==> src/core/nvsram_host_pkg.sv <==
// Package for the nonvolatile SRAM host controller: pin widths, sequence
// addresses, timing figures and request/pin structs.
// Assumes a 125 MHz core clock.
package nvsram_host_pkg;
   localparam int ADDR_W = 13;
   localparam int DATA_W = 8;
   localparam int MEM_BYTES = 8192;
   localparam int CLK_PERIOD_PS = 8000;
   // Sequence addresses
   localparam logic [12:0] SEQ_A0 = 13'h0000;
   localparam logic [12:0] SEQ_A1 = 13'h1555;
   localparam logic [12:0] SEQ_A2 = 13'h0aaa;
   localparam logic [12:0] SEQ_A3 = 13'h1fff;
   localparam logic [12:0] SEQ_A4 = 13'h10f0;
   localparam logic [12:0] SEQ_SAVE = 13'h0f0f;
   localparam logic [12:0] SEQ_LOAD = 13'h0f0e;
   // Timing figures in their own units
   localparam int T_CYCLE_NS = 45;
   localparam int T_PULSE_NS = 30;
   localparam int T_ACCESS_NS = 45;
   localparam int T_RELEASE_NS = 15;
   localparam int T_SAVE_MS = 10;
   localparam int T_LOAD_US = 20;
   localparam int T_RESTORE_US = 550;
   // Least times round up to whole cycles
   localparam int PULSE_CYC = (T_PULSE_NS * 1000 + CLK_PERIOD_PS - 1) / CLK_PERIOD_PS;
   localparam int ACCESS_CYC = (T_ACCESS_NS * 1000 + CLK_PERIOD_PS - 1) / CLK_PERIOD_PS;
   localparam int RECOV_CYC = ((T_CYCLE_NS - T_PULSE_NS) * 1000 + CLK_PERIOD_PS - 1)
                              / CLK_PERIOD_PS + 1;
   localparam int RELEASE_CYC = (T_RELEASE_NS * 1000 + CLK_PERIOD_PS - 1) / CLK_PERIOD_PS;
   localparam int SAVE_CYC_DEF = T_SAVE_MS * 125000;
   localparam int LOAD_CYC_DEF = T_LOAD_US * 125;
   localparam int RESTORE_CYC_DEF = T_RESTORE_US * 125;
   localparam int CNT_W = 24;

   typedef enum logic [1:0] {
      OP_READ  = 2'h0,
      OP_WRITE = 2'h1,
      OP_SAVE  = 2'h2,
      OP_LOAD  = 2'h3
   } op_e;

   typedef struct packed {
      op_e                op;
      logic [ADDR_W-1:0]  addr;
      logic [DATA_W-1:0]  wdata;
   } req_s;

   typedef struct packed {
      logic               chip_en_n;
      logic               write_n;
      logic               out_gate_n;
      logic [ADDR_W-1:0]  byte_address_lines;
   } pins_s;
endpackage

==> src/core/nvsram_host.sv <==
// Host controller driving an 8K x 8 nonvolatile SRAM over its pins.
// Assumes the device pins are wired straight to this block; data lines are
// split into in/out/enable and resolved outside.
// Functional notes
// - Host holds address stable through write
// - Host keeps strobes high at power-up
// - Save after six reads, ending 0F0F
// - Load after same five, then 0F0E
// - Host uses enable-clocked reads, strobe high
`timescale 1ns/100ps
`default_nettype none
module nvsram_host
   import nvsram_host_pkg::*;
#(
   parameter int SAVE_CYC    = SAVE_CYC_DEF,
   parameter int LOAD_CYC    = LOAD_CYC_DEF,
   parameter int RESTORE_CYC = RESTORE_CYC_DEF
) (
   input  wire logic              core_clk_in,
   input  wire logic              arst_n_in,
   input  wire logic              req_valid_in,
   input  wire req_s              req_in,
   output logic                   req_ready_out,
   output logic                   rsp_valid_out,
   output logic [DATA_W-1:0]      rsp_data_out,
   input  wire logic              power_good_in,
   output pins_s                  pins_out,
   input  wire logic [DATA_W-1:0] io_byte_lines_in,
   output logic [DATA_W-1:0]      io_byte_lines_out,
   output logic                   io_byte_lines_oe_out
);

   // ==========================================================
   // State
   // ==========================================================
   typedef enum logic [6:0] {
      ST_PWRUP = 7'b0000001,
      ST_IDLE  = 7'b0000010,
      ST_PULSE = 7'b0000100,
      ST_RECOV = 7'b0001000,
      ST_SEQ   = 7'b0010000,
      ST_BUSY  = 7'b0100000,
      ST_LOW   = 7'b1000000
   } state_e;

   state_e                 state_r;
   logic [CNT_W-1:0]       cnt_r;
   logic [2:0]             step_r;
   logic                   seq_mode_r;
   req_s                   cur_r;
   pins_s                  pins_r;
   logic [DATA_W-1:0]      wdata_r;
   logic                   oe_r;
   logic                   rsp_valid_r;
   logic [DATA_W-1:0]      rsp_data_r;
   logic [DATA_W-1:0]      io_meta_r;
   logic [DATA_W-1:0]      io_sync_r;
   logic [1:0]             pg_sync_r;
   logic [ADDR_W-1:0]      seq_addr;

   // ==========================================================
   // Pin input synchronisers
   // ==========================================================
   always_ff @(posedge core_clk_in or negedge arst_n_in) begin
      if (!arst_n_in) begin
         io_meta_r <= '0;
         io_sync_r <= '0;
         pg_sync_r <= '0;
      end else begin
         io_meta_r <= io_byte_lines_in;
         io_sync_r <= io_meta_r;
         pg_sync_r <= {pg_sync_r[0], power_good_in};
      end
   end

   // Address of each sequence step; step 5 depends on save or load
   always_comb begin
      unique case (step_r)
         3'h0:    seq_addr = SEQ_A0;
         3'h1:    seq_addr = SEQ_A1;
         3'h2:    seq_addr = SEQ_A2;
         3'h3:    seq_addr = SEQ_A3;
         3'h4:    seq_addr = SEQ_A4;
         default: seq_addr = seq_mode_r ? SEQ_LOAD : SEQ_SAVE;
      endcase
   end

   // Accept only while idle and powered; every request is held back while low
   assign req_ready_out = (state_r == ST_IDLE) && pg_sync_r[1];

   // ==========================================================
   // Sequencer
   // ==========================================================
   always_ff @(posedge core_clk_in or negedge arst_n_in) begin
      if (!arst_n_in) begin
         state_r     <= ST_PWRUP;
         cnt_r       <= '0;
         step_r      <= '0;
         seq_mode_r  <= 1'b0;
         cur_r       <= '0;
         pins_r      <= '{chip_en_n: 1'b1, write_n: 1'b1, out_gate_n: 1'b1,
                          byte_address_lines: '0};
         wdata_r     <= '0;
         oe_r        <= 1'b0;
         rsp_valid_r <= 1'b0;
         rsp_data_r  <= '0;
      end else begin
         rsp_valid_r <= 1'b0;
         unique case (state_r)
            // Wait out the power-up load with all strobes high
            ST_PWRUP: begin
               pins_r.chip_en_n <= 1'b1;
               pins_r.write_n   <= 1'b1;
               if (!pg_sync_r[1]) begin
                  cnt_r <= '0;
               end else if (cnt_r >= CNT_W'(RESTORE_CYC - 1)) begin
                  cnt_r   <= '0;
                  state_r <= ST_IDLE;
               end else begin
                  cnt_r <= cnt_r + 1'b1;
               end
            end
            ST_IDLE: begin
               if (!pg_sync_r[1]) begin
                  state_r <= ST_LOW;
               end else if (req_valid_in) begin
                  cur_r <= req_in;
                  cnt_r <= '0;
                  // Writes start with address set up, strobe low, gate high
                  pins_r.byte_address_lines <= req_in.addr;
                  wdata_r <= req_in.wdata;
                  unique case (req_in.op)
                     OP_READ: begin
                        pins_r.chip_en_n  <= 1'b0;
                        pins_r.out_gate_n <= 1'b0;
                        state_r           <= ST_PULSE;
                     end
                     OP_WRITE: begin
                        pins_r.chip_en_n  <= 1'b0;
                        pins_r.write_n    <= 1'b0;
                        pins_r.out_gate_n <= 1'b1;
                        oe_r              <= 1'b1;
                        state_r           <= ST_PULSE;
                     end
                     OP_SAVE, OP_LOAD: begin
                        seq_mode_r <= (req_in.op == OP_LOAD);
                        step_r     <= '0;
                        pins_r.byte_address_lines <= SEQ_A0;
                        state_r    <= ST_SEQ;
                     end
                  endcase
               end
            end
            // One enable pulse; address held stable throughout
            ST_PULSE: begin
               if (cnt_r >= CNT_W'((cur_r.op == OP_READ ? ACCESS_CYC : PULSE_CYC) - 1)) begin
                  cnt_r              <= '0;
                  pins_r.chip_en_n   <= 1'b1;
                  pins_r.write_n     <= 1'b1;
                  pins_r.out_gate_n  <= 1'b1;
                  if (cur_r.op == OP_READ) begin
                     rsp_data_r  <= io_sync_r;
                     rsp_valid_r <= 1'b1;
                  end
                  state_r <= ST_RECOV;
               end else begin
                  cnt_r <= cnt_r + 1'b1;
               end
            end
            // Data held three edges past strobe rise, then released
            ST_RECOV: begin
               if (cnt_r >= CNT_W'(RECOV_CYC - 1)) begin
                  cnt_r <= '0;
                  oe_r  <= 1'b0;
                  if (cur_r.op == OP_READ || cur_r.op == OP_WRITE) begin
                     state_r <= ST_IDLE;
                  end else if (step_r == 3'h5) begin
                     state_r <= ST_BUSY;
                  end else begin
                     step_r <= step_r + 1'b1;
                     pins_r.byte_address_lines <= (step_r == 3'h4)
                        ? (seq_mode_r ? SEQ_LOAD : SEQ_SAVE) : SEQ_A0;
                     state_r <= ST_SEQ;
                  end
               end else begin
                  cnt_r <= cnt_r + 1'b1;
               end
            end
            // Enable-clocked read with gate high, strobe high; no other access between
            ST_SEQ: begin
               cur_r.op                  <= seq_mode_r ? OP_LOAD : OP_SAVE;
               pins_r.byte_address_lines <= seq_addr;
               pins_r.write_n            <= 1'b1;
               pins_r.out_gate_n         <= 1'b1;
               pins_r.chip_en_n          <= 1'b0;
               cnt_r                     <= '0;
               state_r                   <= ST_PULSE;
            end
            // Device deaf during the nonvolatile cycle
            ST_BUSY: begin
               if (cnt_r >= CNT_W'((seq_mode_r ? LOAD_CYC : SAVE_CYC) - 1)) begin
                  cnt_r   <= '0;
                  step_r  <= '0;
                  state_r <= ST_IDLE;
               end else begin
                  cnt_r <= cnt_r + 1'b1;
               end
            end
            // Supply low: device saves on its own, reloads on return
            ST_LOW: begin
               pins_r.chip_en_n <= 1'b1;
               pins_r.write_n   <= 1'b1;
               cnt_r            <= '0;
               state_r          <= ST_PWRUP;
            end
            default: state_r <= ST_PWRUP;
         endcase
      end
   end

   // ==========================================================
   // Outputs
   // ==========================================================
   assign pins_out             = pins_r;
   assign io_byte_lines_out    = wdata_r;
   assign io_byte_lines_oe_out = oe_r;
   assign rsp_valid_out        = rsp_valid_r;
   assign rsp_data_out         = rsp_data_r;

endmodule // nvsram_host
`default_nettype wire

==> config.mk <==
export PLATFORM = sky130hd
export DESIGN_NAME = nvsram_host
export DESIGN_NICKNAME = d
export VERILOG_FILES = /design/src/core/nvsram_host_pkg.sv /design/src/core/nvsram_host.sv
export SDC_FILE = /design/constraint.sdc
export NUM_CORES = 1
export LEC_CHECK = 0
export ABC_AREA = 1
export BUFFER_PORTS_ARGS = -buffer_cell sky130_fd_sc_hd__buf_2
export CAP_MARGIN = 10
export CORE_UTILIZATION = 40
export CTS_CLUSTER_SIZE = 25
export DETAILED_ROUTE_END_ITERATION = 16
export PLACE_DENSITY = 0.62
export SYNTH_ARGS = -nofsm -noshare
export SYNTH_HDL_FRONTEND = slang
export SYNTH_SLANG_ARGS = --single-unit
export TNS_END_PERCENT = 1
==> constraint.sdc <==
create_clock -name core_clk_in -period 1.8 [get_ports core_clk_in]
set_clock_uncertainty 0.1 [all_clocks]
set_input_delay 0.36 -clock core_clk_in [delete_from_list [all_inputs] [get_ports core_clk_in]]
set_output_delay 0.36 -clock core_clk_in [all_outputs]
set_load 0.01 [all_outputs]
**Word-level counts from Yosys, hierarchy flattened**

Index checks and enable logic that the tools add are counted.

- Flip-flop bits (word level): 102
- Bits in latches: 0
- Bits in writable memories: 0
- Bits in read-only memories: 0
- Output and inout bits: 35
- Memories: 0

- Add/subtract/negate cells: 4
- Multipliers: 0
- Div/mod/pow operators: 0
- Magnitude comparators: 4
- Equal/unequal tests: 30
- Shifts and indexed selects: 0
- Mux-type cells: 57
- Bitwise logic cells: 0
- Reductions and logical operators: 28

Operator list:

| operator | count |
|---|---|
| two-way mux 24 bit | 7 |
| case mux 24 bit (6 select lines) | 1 |
| case mux 13 bit (5 select lines) | 1 |
| two-way mux 13 bit | 4 |
| two-way mux 7 bit | 7 |
| >= comparator 24 bit | 2 |
| two-way mux 23 bit | 2 |
| case mux 7 bit (6 select lines) | 1 |
| case mux 13 bit (3 select lines) | 1 |
| two-way mux 16 bit | 2 |
| adder 24 x 1 -> 24 bit, second input constant | 1 |
| >= comparator 24 x 17 -> 1 bit, second input constant | 1 |
| >= comparator 24 x 2 -> 1 bit, second input constant | 1 |
| two-way mux 3 bit | 8 |
| subtractor 21 x 1 -> 22 bit, second input constant | 1 |
| two-way mux 21 bit | 1 |
| inequality test 2 bit, second input constant | 10 |
| AND reduction 5 bit | 4 |
| case mux 7 bit (2 select lines) | 1 |
| two-way mux 12 bit | 1 |
| two-way mux 6 bit | 2 |
| AND reduction 3 bit | 4 |
| AND reduction 6 bit | 2 |
| two-way mux 1 bit | 11 |
| other kinds (34) | 47 |

**Depth between registers and ports, before layout**

Gate-level depths: netlist (run 1).

- Depth in word-level cells: 6
- Mapped depth: 13
- Mapped depth without buffers: 12

**Worst setup path before layout (run 1)**

No wires, ideal clock.

- Path kind: reg-to-reg
- Start: reg seq_mode_r
- End: reg cnt_r[2]
- Setup time: 0.073 ns
- Data arrival time: 1.843 ns
- Data required time: 1.627 ns
- Setup slack: -0.216 ns
- Stages on the path, launching flop included: 12
- Buffers on the path: 1
- Clock period less this slack: 2.016 ns
- Path through: dfrtp_1 inv_1 ha_1 or2_2 nand3_1 nand2_1 nand2_1 nand3_2 nand3_2 nor2_4 buf_12 a21oi_2

- Longest elaborated chain between the ends: 5

RTL lines:

| item | line | RTL |
|---|---|---|
| start, declared | nvsram_host.sv:49 | `logic seq_mode_r;` |
| start signal, assigned | nvsram_host.sv:146 | `seq_mode_r <= (req_in.op == OP_LOAD);` |
| two-way mux 21 bit | nvsram_host.sv:201 | `if (cnt_r >= CNT_W'((seq_mode_r ? LOAD_CYC : SAVE_CYC) - 1)) begin` |
| subtractor 21 x 1 -> 22 bit | nvsram_host.sv:201 |  |
| >= comparator 24 bit | nvsram_host.sv:201 |  |
| two-way mux 24 bit | nvsram_host.sv:201 |  |
| case mux 24 bit (6 select lines) | nvsram_host.sv:109 | `unique case (state_r)` |
| end signal, assigned | nvsram_host.sv:120 | `cnt_r <= cnt_r + 1'b1;` |
| end signal, assigned | nvsram_host.sv:186 | `cnt_r <= cnt_r + 1'b1;` |
| end signal, assigned | nvsram_host.sv:206 | `cnt_r <= cnt_r + 1'b1;` |
| end, declared | nvsram_host.sv:47 | `logic [CNT_W-1:0] cnt_r;` |

Every way passes these cells.
A chain may end at the register's enable or synchronous reset.

**Final worst setup path (run 1)**

- Start: reg seq_mode_r
- End: reg cnt_r[12]

The elaborated chain is that of the path after synthesis.

==> impl_metrics.yaml, run 1 <==
timing:
  finalMaxSlewViolations: 0
  fin_crit_sh: 1.14
  relSlewSlack: 0.608
  rsz0062_at_grt: "true"
  fin_ws_ns: -0.260
  period_needed_ns: 2.06
  setup_viol: 55
  finalHoldViolations: 0
  whs_ns: 0.0131
  fmax_ghz: 0.485
  worstMarginPinSlew_ns: 0.587
worst_setup_path:
  cp_max_fo: 10
  cp-startpoint: "seq_mode_r"
  worstReg2RegStart: "seq_mode_r"
  cp-start-kind: "flop"
  end_kind: "flop"
  crit_required_ns: 1.94
  worst-setup-path-type: "reg2reg"
  arrival_ns: 2.20
floorplan:
  die_h_um: 117
  core_um2: 12700
  start_util: 0.412
  core.rowCount: 41
  dieArea_um2: 13600
  boundaryPins: 70
  die_w_um: 117
route:
  firstDrtPassIters: 4
  ant_nets: 0
  drcViolationCount: 0
  viasPerCell: 4.91
  wl_mm: 14.2
  drt_iter0_drc: 226
  vias: 5072
  wl_per_cell_um: 13.7
place:
  portBuffers: 69
  gp_congestion: 0.892
  post-place-cells: 1013
  dp_hpwl_mm: 10.9
cts:
  h-tree-depth: 3
  clk_latency_ns: 0.35
  clock_path_buffers: 2
  cts_buffers: 9
  cts_tree: "done"
  cts_num_sinks: 89
  cts_root_buf: "clkbuf_16"
  clk_pin_slew_ns: 0.07
synth:
  synth_edf_count: 0
  synth_flop_cell: "dfrtp_1"
  syn_nets: 742
  ys_types: 37
  postSynthRegisterBits: 89
  synth_seq_area_share: 0.425
  synthArstFlopShare: 1.00
  syn_avg_cell_area_um2: 7.64
  syn_area_um2: 5250
  ys_warn_count: 0
  synthCells: 687
pwr:
  power_leakage_nw: 3.62
  ir_worst_vdd_uv: 540
  power_per_cell_area_nw_per_um2: 1120
final_layout:
  drive_above_1_share: 0.322
  finalNonFillerCells: 1033
  syn_to_final_growth_pct: 34.0
  diodes: 0
  nNetsFinal: 911
status:
  violations: "negative setup slack"
  status: "finished, violations left"
grt:
  first_global_vias: 5117
  grt_max_degree: 43
  track_usage: 0.221
  grt_pass1_wl_mm: 23.2
  grt-ovfl-total: 0
  antenna_found_initial: 0
worst_hold_path:
  min_from: "power_good_in"
  holdCritPathClass: "in2reg"
job:
  drv_cap: 0
==> where the power goes <==
group          internal, mW  switching [mW]
Combinational          1.30            1.75
Sequential             2.41           0.254
Clock                  1.25           0.880
Total                  4.97            2.88
==> worst max-delay path: stages, from the launching register on <==
cell and delay, ns:
dfrtp_2 0.51, ha_1 0.36, nand2_1 0.06, nand3b_1 0.10, nand3_2 0.07, nand2_1 0.08, nand2_2 0.07, nand3_2 0.09
nand3_2 0.09, nor2_4 0.18, buf_12 0.17, o21ai_1 0.06
==> placed cells by master (no fill, tap or decap), types with 2 or more instances in the layout <==
cell type      count
nand2_1          189
buf_4            108
dfrtp_1           84
nor2_1            75
inv_1             69
buf_2             68
nand3_1           48
o21ai_0           28
nand4_1           21
ha_1              16
nor3_1            13
nor2_4            11
a21oi_1           11
nor2_2            10
a21oi_2           10
nand2_2            9
nand3_2            9
clkbuf_16          9
mux2_2             8
o21ai_1            8
a31oi_1            6
inv_2              4
nand3b_1           4
ha_4               4
dfstp_2            4
buf_12             4
o211ai_1           3
inv_4              2
or2_2              2
o22ai_1            2
inv_8              2
inv_6              2
bufinv_16          2
dlygate4sd3_1      2
==> cells in the mapped netlist (6+ instances only) <==
| cell type | count | area, µm² |
|---|---|---|
| a21oi_1 | 12 | 60.1 |
| a21oi_2 | 9 | 78.8 |
| a31oi_1 | 6 | 37.5 |
| buf_2 | 9 | 45.0 |
| buf_4 | 10 | 75.1 |
| dfrtp_1 | 85 | 2130 |
| ha_1 | 20 | 250 |
| inv_1 | 71 | 267 |
| mux2_2 | 8 | 90.1 |
| nand2_1 | 194 | 728 |
| nand3_1 | 53 | 265 |
| nand4_1 | 21 | 131 |
| nor2_1 | 85 | 319 |
| nor2_4 | 6 | 67.6 |
| nor3_1 | 14 | 70.1 |
| o21ai_0 | 33 | 165 |
==> flip-flops by register name, indices dropped and copies added, names as in the netlist <==
| name | count |
|---|---|
| pins_out | 16 |
| cur_r | 2 |
| rsp_data_out | 8 |
| io_sync_r | 8 |
| cnt_r | 24 |
| rsp_valid_out | 1 |
| io_byte_lines_oe_out | 1 |
| io_meta_r | 8 |
| step_r | 3 |
| seq_mode_r | 1 |
| pg_sync_r | 2 |
| io_byte_lines_out | 8 |
| state_r | 7 |
==> metrics by stage <==
stage	power, mW	setup TNS (ns)	worst slack (ns)	utilization	cell area [µm²]
6_report	7.85	-6.42	-0.260	0.553	7030
5_1_grt	8.34	-13.97	-0.387	0.553	7030
4_1_cts	7.85	-7.37	-0.265	0.548	6980
3_5_place_dp	5.64	-11.19	-0.312	0.515	6550
3_3_place_gp	5.55	-8.84	-0.226	0.515	6550
2_1_floorplan	4.51	-1.14	-0.0953	-	5310
==> routing by layer <==
layer / global-route usage / share of wire / vias up / wire length (µm)
li1: - / - / 2554 / -
met1: 0.276 / 0.44 / 2384 / 6290
met2: 0.379 / 0.49 / 110 / 6920
met3: 0.0400 / 0.048 / 24 / 683
met4: 0.0827 / 0.019 / 0 / 268
met5: 0 / 0 / - / 0
==> cell families after synthesis <==
family	count (synthesis)	share of synthesized area
AOI/OAI and AO/OA	73	0.0837
xor gates and xnor gates	1	0.00167
adders and majority gates	20	0.0477
buffers and inverters	99	0.0889
DFF	89	0.425
muxes	8	0.0172
and+or+nand+nor	397	0.335
==> area by class of cell <==
type,instances,area [µm²]
well taps,172,215
fillers,1255,5690
inverters,75,287
multi-input cells,499,2710
clock inverters,7,109
repair buffers,182,1250
flip-flops and latches,89,2230
clock buffers,9,225
==> worst paths after layout <==
| check | endpoint | slack, ns | cells after the start |
|---|---|---|---|
| min | pg_sync_r[0] | 0.01 | 1 |
| min in group asynchronous | pins_out[11] | 0.44 | 2 |
| max in group asynchronous | cnt_r[14] | 0.58 | 3 |
| min reg2reg | io_sync_r[5] | 0.25 | 0 |
| max reg2reg | cnt_r[12] | -0.26 | 11 |
| max | cnt_r[12] | -0.26 | 11 |
==> timing repair <==
action	in CTS	in global routing
endpoints found under the setup margin	58	66
pin swaps	5	1
buffers inserted	2	0
endpoints found under the hold margin	33	1
resized for setup	15	18
hold buffers	1	1
Note: power is estimated with default switching activity, not from simulation.
==> run 2: changes to the inputs <==
--- a/config.mk
+++ b/config.mk
@@ -11,6 +11,7 @@
 export CORE_UTILIZATION = 40
 export CTS_CLUSTER_SIZE = 25
 export DETAILED_ROUTE_END_ITERATION = 16
+export GPL_TIMING_DRIVEN = 0
 export PLACE_DENSITY = 0.62
 export SYNTH_ARGS = -nofsm -noshare
 export SYNTH_HDL_FRONTEND = slang
==> run 2 against run 1 <==
  * The flow still finishes with violations (negative setup slack)
  * Worst setup slack worse by 0.097 ns
  * Combinational power is 7.9% lower
  * Final cell count is 7.7% lower
  * Via count is 4.7% lower
  * Register-to-register slack worse by 0.097 ns
  * Critical path depth is 2 lower
  * Worst hold slack hardly changed
  * Sequential share of layout area is 3.1 points higher
  * Flip-flop and latch count stayed put
  * Largest cell class unchanged
==> impl_metrics.yaml, run 2 (synthesis results as in run 1) <==
status:
  status: "finished, violations left"
  violations: "negative setup slack"
route:
  drt_iter0_drc: 331
  viasPerCell: 5.07
  ant_nets: 0
  vias: 4832
  wl_mm: 13.1
  firstDrtPassIters: 5
  wl_per_cell_um: 13.7
  drcViolationCount: 0
worst_setup_path:
  crit_chain: "ha_1 -> nand3_1 -> nor2_4 -> nand3_1 -> nand3_2 -> nand3_2 -> nor2_4 -> buf_12 -> a21oi_2"
  cp_slowest_stage_delay_ns: 0.53
  cp_max_fo: 10
  reg2reg_setup_slack_ns: -0.36
  worst-setup-path-type: "reg2reg"
  slowest_stage: "dfrtp_2"
  end_kind: "flop"
  cp-start-kind: "flop"
  crit_required_ns: 1.94
  arrival_ns: 2.30
timing:
  worstMarginPinSlew_ns: 0.436
  fin_ws_ns: -0.357
  relSlewSlack: 0.707
  whs_ns: 0.0129
  fin_crit_sh: 1.20
  finalHoldViolations: 0
  fmax_ghz: 0.464
  fin_setup_tns_ns: -11.90
  rsz0062_at_grt: "true"
  setup_viol: 57
  period_needed_ns: 2.16
  finalMaxSlewViolations: 0
final_layout:
  final_cell_mix: "nand2_1, dfrtp_1, buf_2"
  nNetsFinal: 831
  largest_reg_flops: 24
  finalNonFillerCells: 953
  regMostFlops: "cnt_r"
  drive_above_1_share: 0.247
  final_common_cell: "nand2_1"
  num-fill-cells: 1282
  diodes: 0
  syn_to_final_growth_pct: 22.1
grt:
  grt_pass1_wl_mm: 21.6
  antenna_found_initial: 0
  grt-ovfl-total: 0
  track_usage: 0.207
  first_global_vias: 4586
  grt_max_degree: 64
floorplan:
  core_um2: 12700
  start_util: 0.412
  boundaryPins: 70
  core.rowCount: 41
  dieArea_um2: 13600
  die_w_um: 117
  die_h_um: 117
pwr:
  p_total_mw: 7.50
  power_per_cell_area_nw_per_um2: 1170
  power_leakage_nw: 3.24
  ir_worst_vdd_uv: 521
cts:
  clock_path_buffers: 2
  clk_pin_slew_ns: 0.06
  cts_root_buf: "clkbuf_16"
  cts_tree: "done"
  cts_num_sinks: 89
  h-tree-depth: 3
  cts_buffers: 9
  clk_latency_ns: 0.36
place:
  dp_hpwl_mm: 9.74
  portBuffers: 69
  post-place-cells: 929
  gp_congestion: 0.930
job:
  drv_cap: 0
worst_hold_path:
  holdCritPathClass: "in2reg"
## run 2: cell count changes in the layout (fill, tap and decap cells not counted), sizes merged
| cell | before | now |
|---|---|---|
| buf | 180 | 97 |
| dlygate4sd3 | 2 | 5 |
| bufinv | 2 | 1 |
| clkbuf | 9 | 10 |
| clkinv | 1 | 2 |
| inv | 79 | 78 |
## run 2: through the flow
stage               setup WS [ns]  instance area, µm²   util
finish                     -0.357                6410  0.504
global route               -0.526                6410  0.504
CTS                        -0.353                6370  0.501
detailed placement         -0.499                5900  0.464
global placement           -0.647                5870  0.461
floorplan                 -0.0953                5310      -
## run 2: routing by layer
layer  global-route usage  up-vias  share of wire
met5                    0        -              0
met4               0.0911        0          0.026
met3               0.0384       24          0.054
met2                0.339      129           0.47
met1                0.267     2280           0.45
li1                     -     2399              -
## run 2: worst paths after layout
path	startpoint	endpoint	cells past startpoint
hold reg to reg	io_meta_r[0]	io_sync_r[0]	0
setup reg to reg	seq_mode_r	cnt_r[15]	9
hold / removal	io_byte_lines_in[1]	io_meta_r[1]	1
setup / recovery	seq_mode_r	cnt_r[15]	9
max in group asynchronous	arst_n_in	state_r[0]	3
min in group asynchronous	arst_n_in	pins_out[11]	2
## run 2: final cells by class
cell class              instances  area (µm²)  share of cell area
multi-input cells             499        2710               0.424
flip-flops and latches         89        2240               0.349
repair buffers                 78         448              0.0699
inverters                      75         284              0.0443
clock buffers                  10         239              0.0373
well taps                     172         215              0.0336
plain buffers                  24         198              0.0309
clock inverters                 6        72.6              0.0113
## run 2: what timing repair did
item,4_1_cts,5_1_grt
hold buffers,5,0
resized for setup,26,11
setup buffers,3,0
setup endpoints to repair,68,70
endpoints found under the hold margin,30,0
pin swaps,5,5
## run 2: critical path: cells and delay by family (launching register included)
kind / cells / cell delay, ns
AND/OR/NAND/NOR: 6 / 0.85
AO/OA/AOI/OAI: 1 / 0.06
buffers and inverters: 1 / 0.18
adder cells (fa/ha/maj): 1 / 0.32
flip-flops: 1 / 0.53
## run 2: report_power, final
part / internal, mW / switching [mW]
Combinational: 1.12 / 1.69
Clock: 1.13 / 0.855
Sequential: 2.42 / 0.286
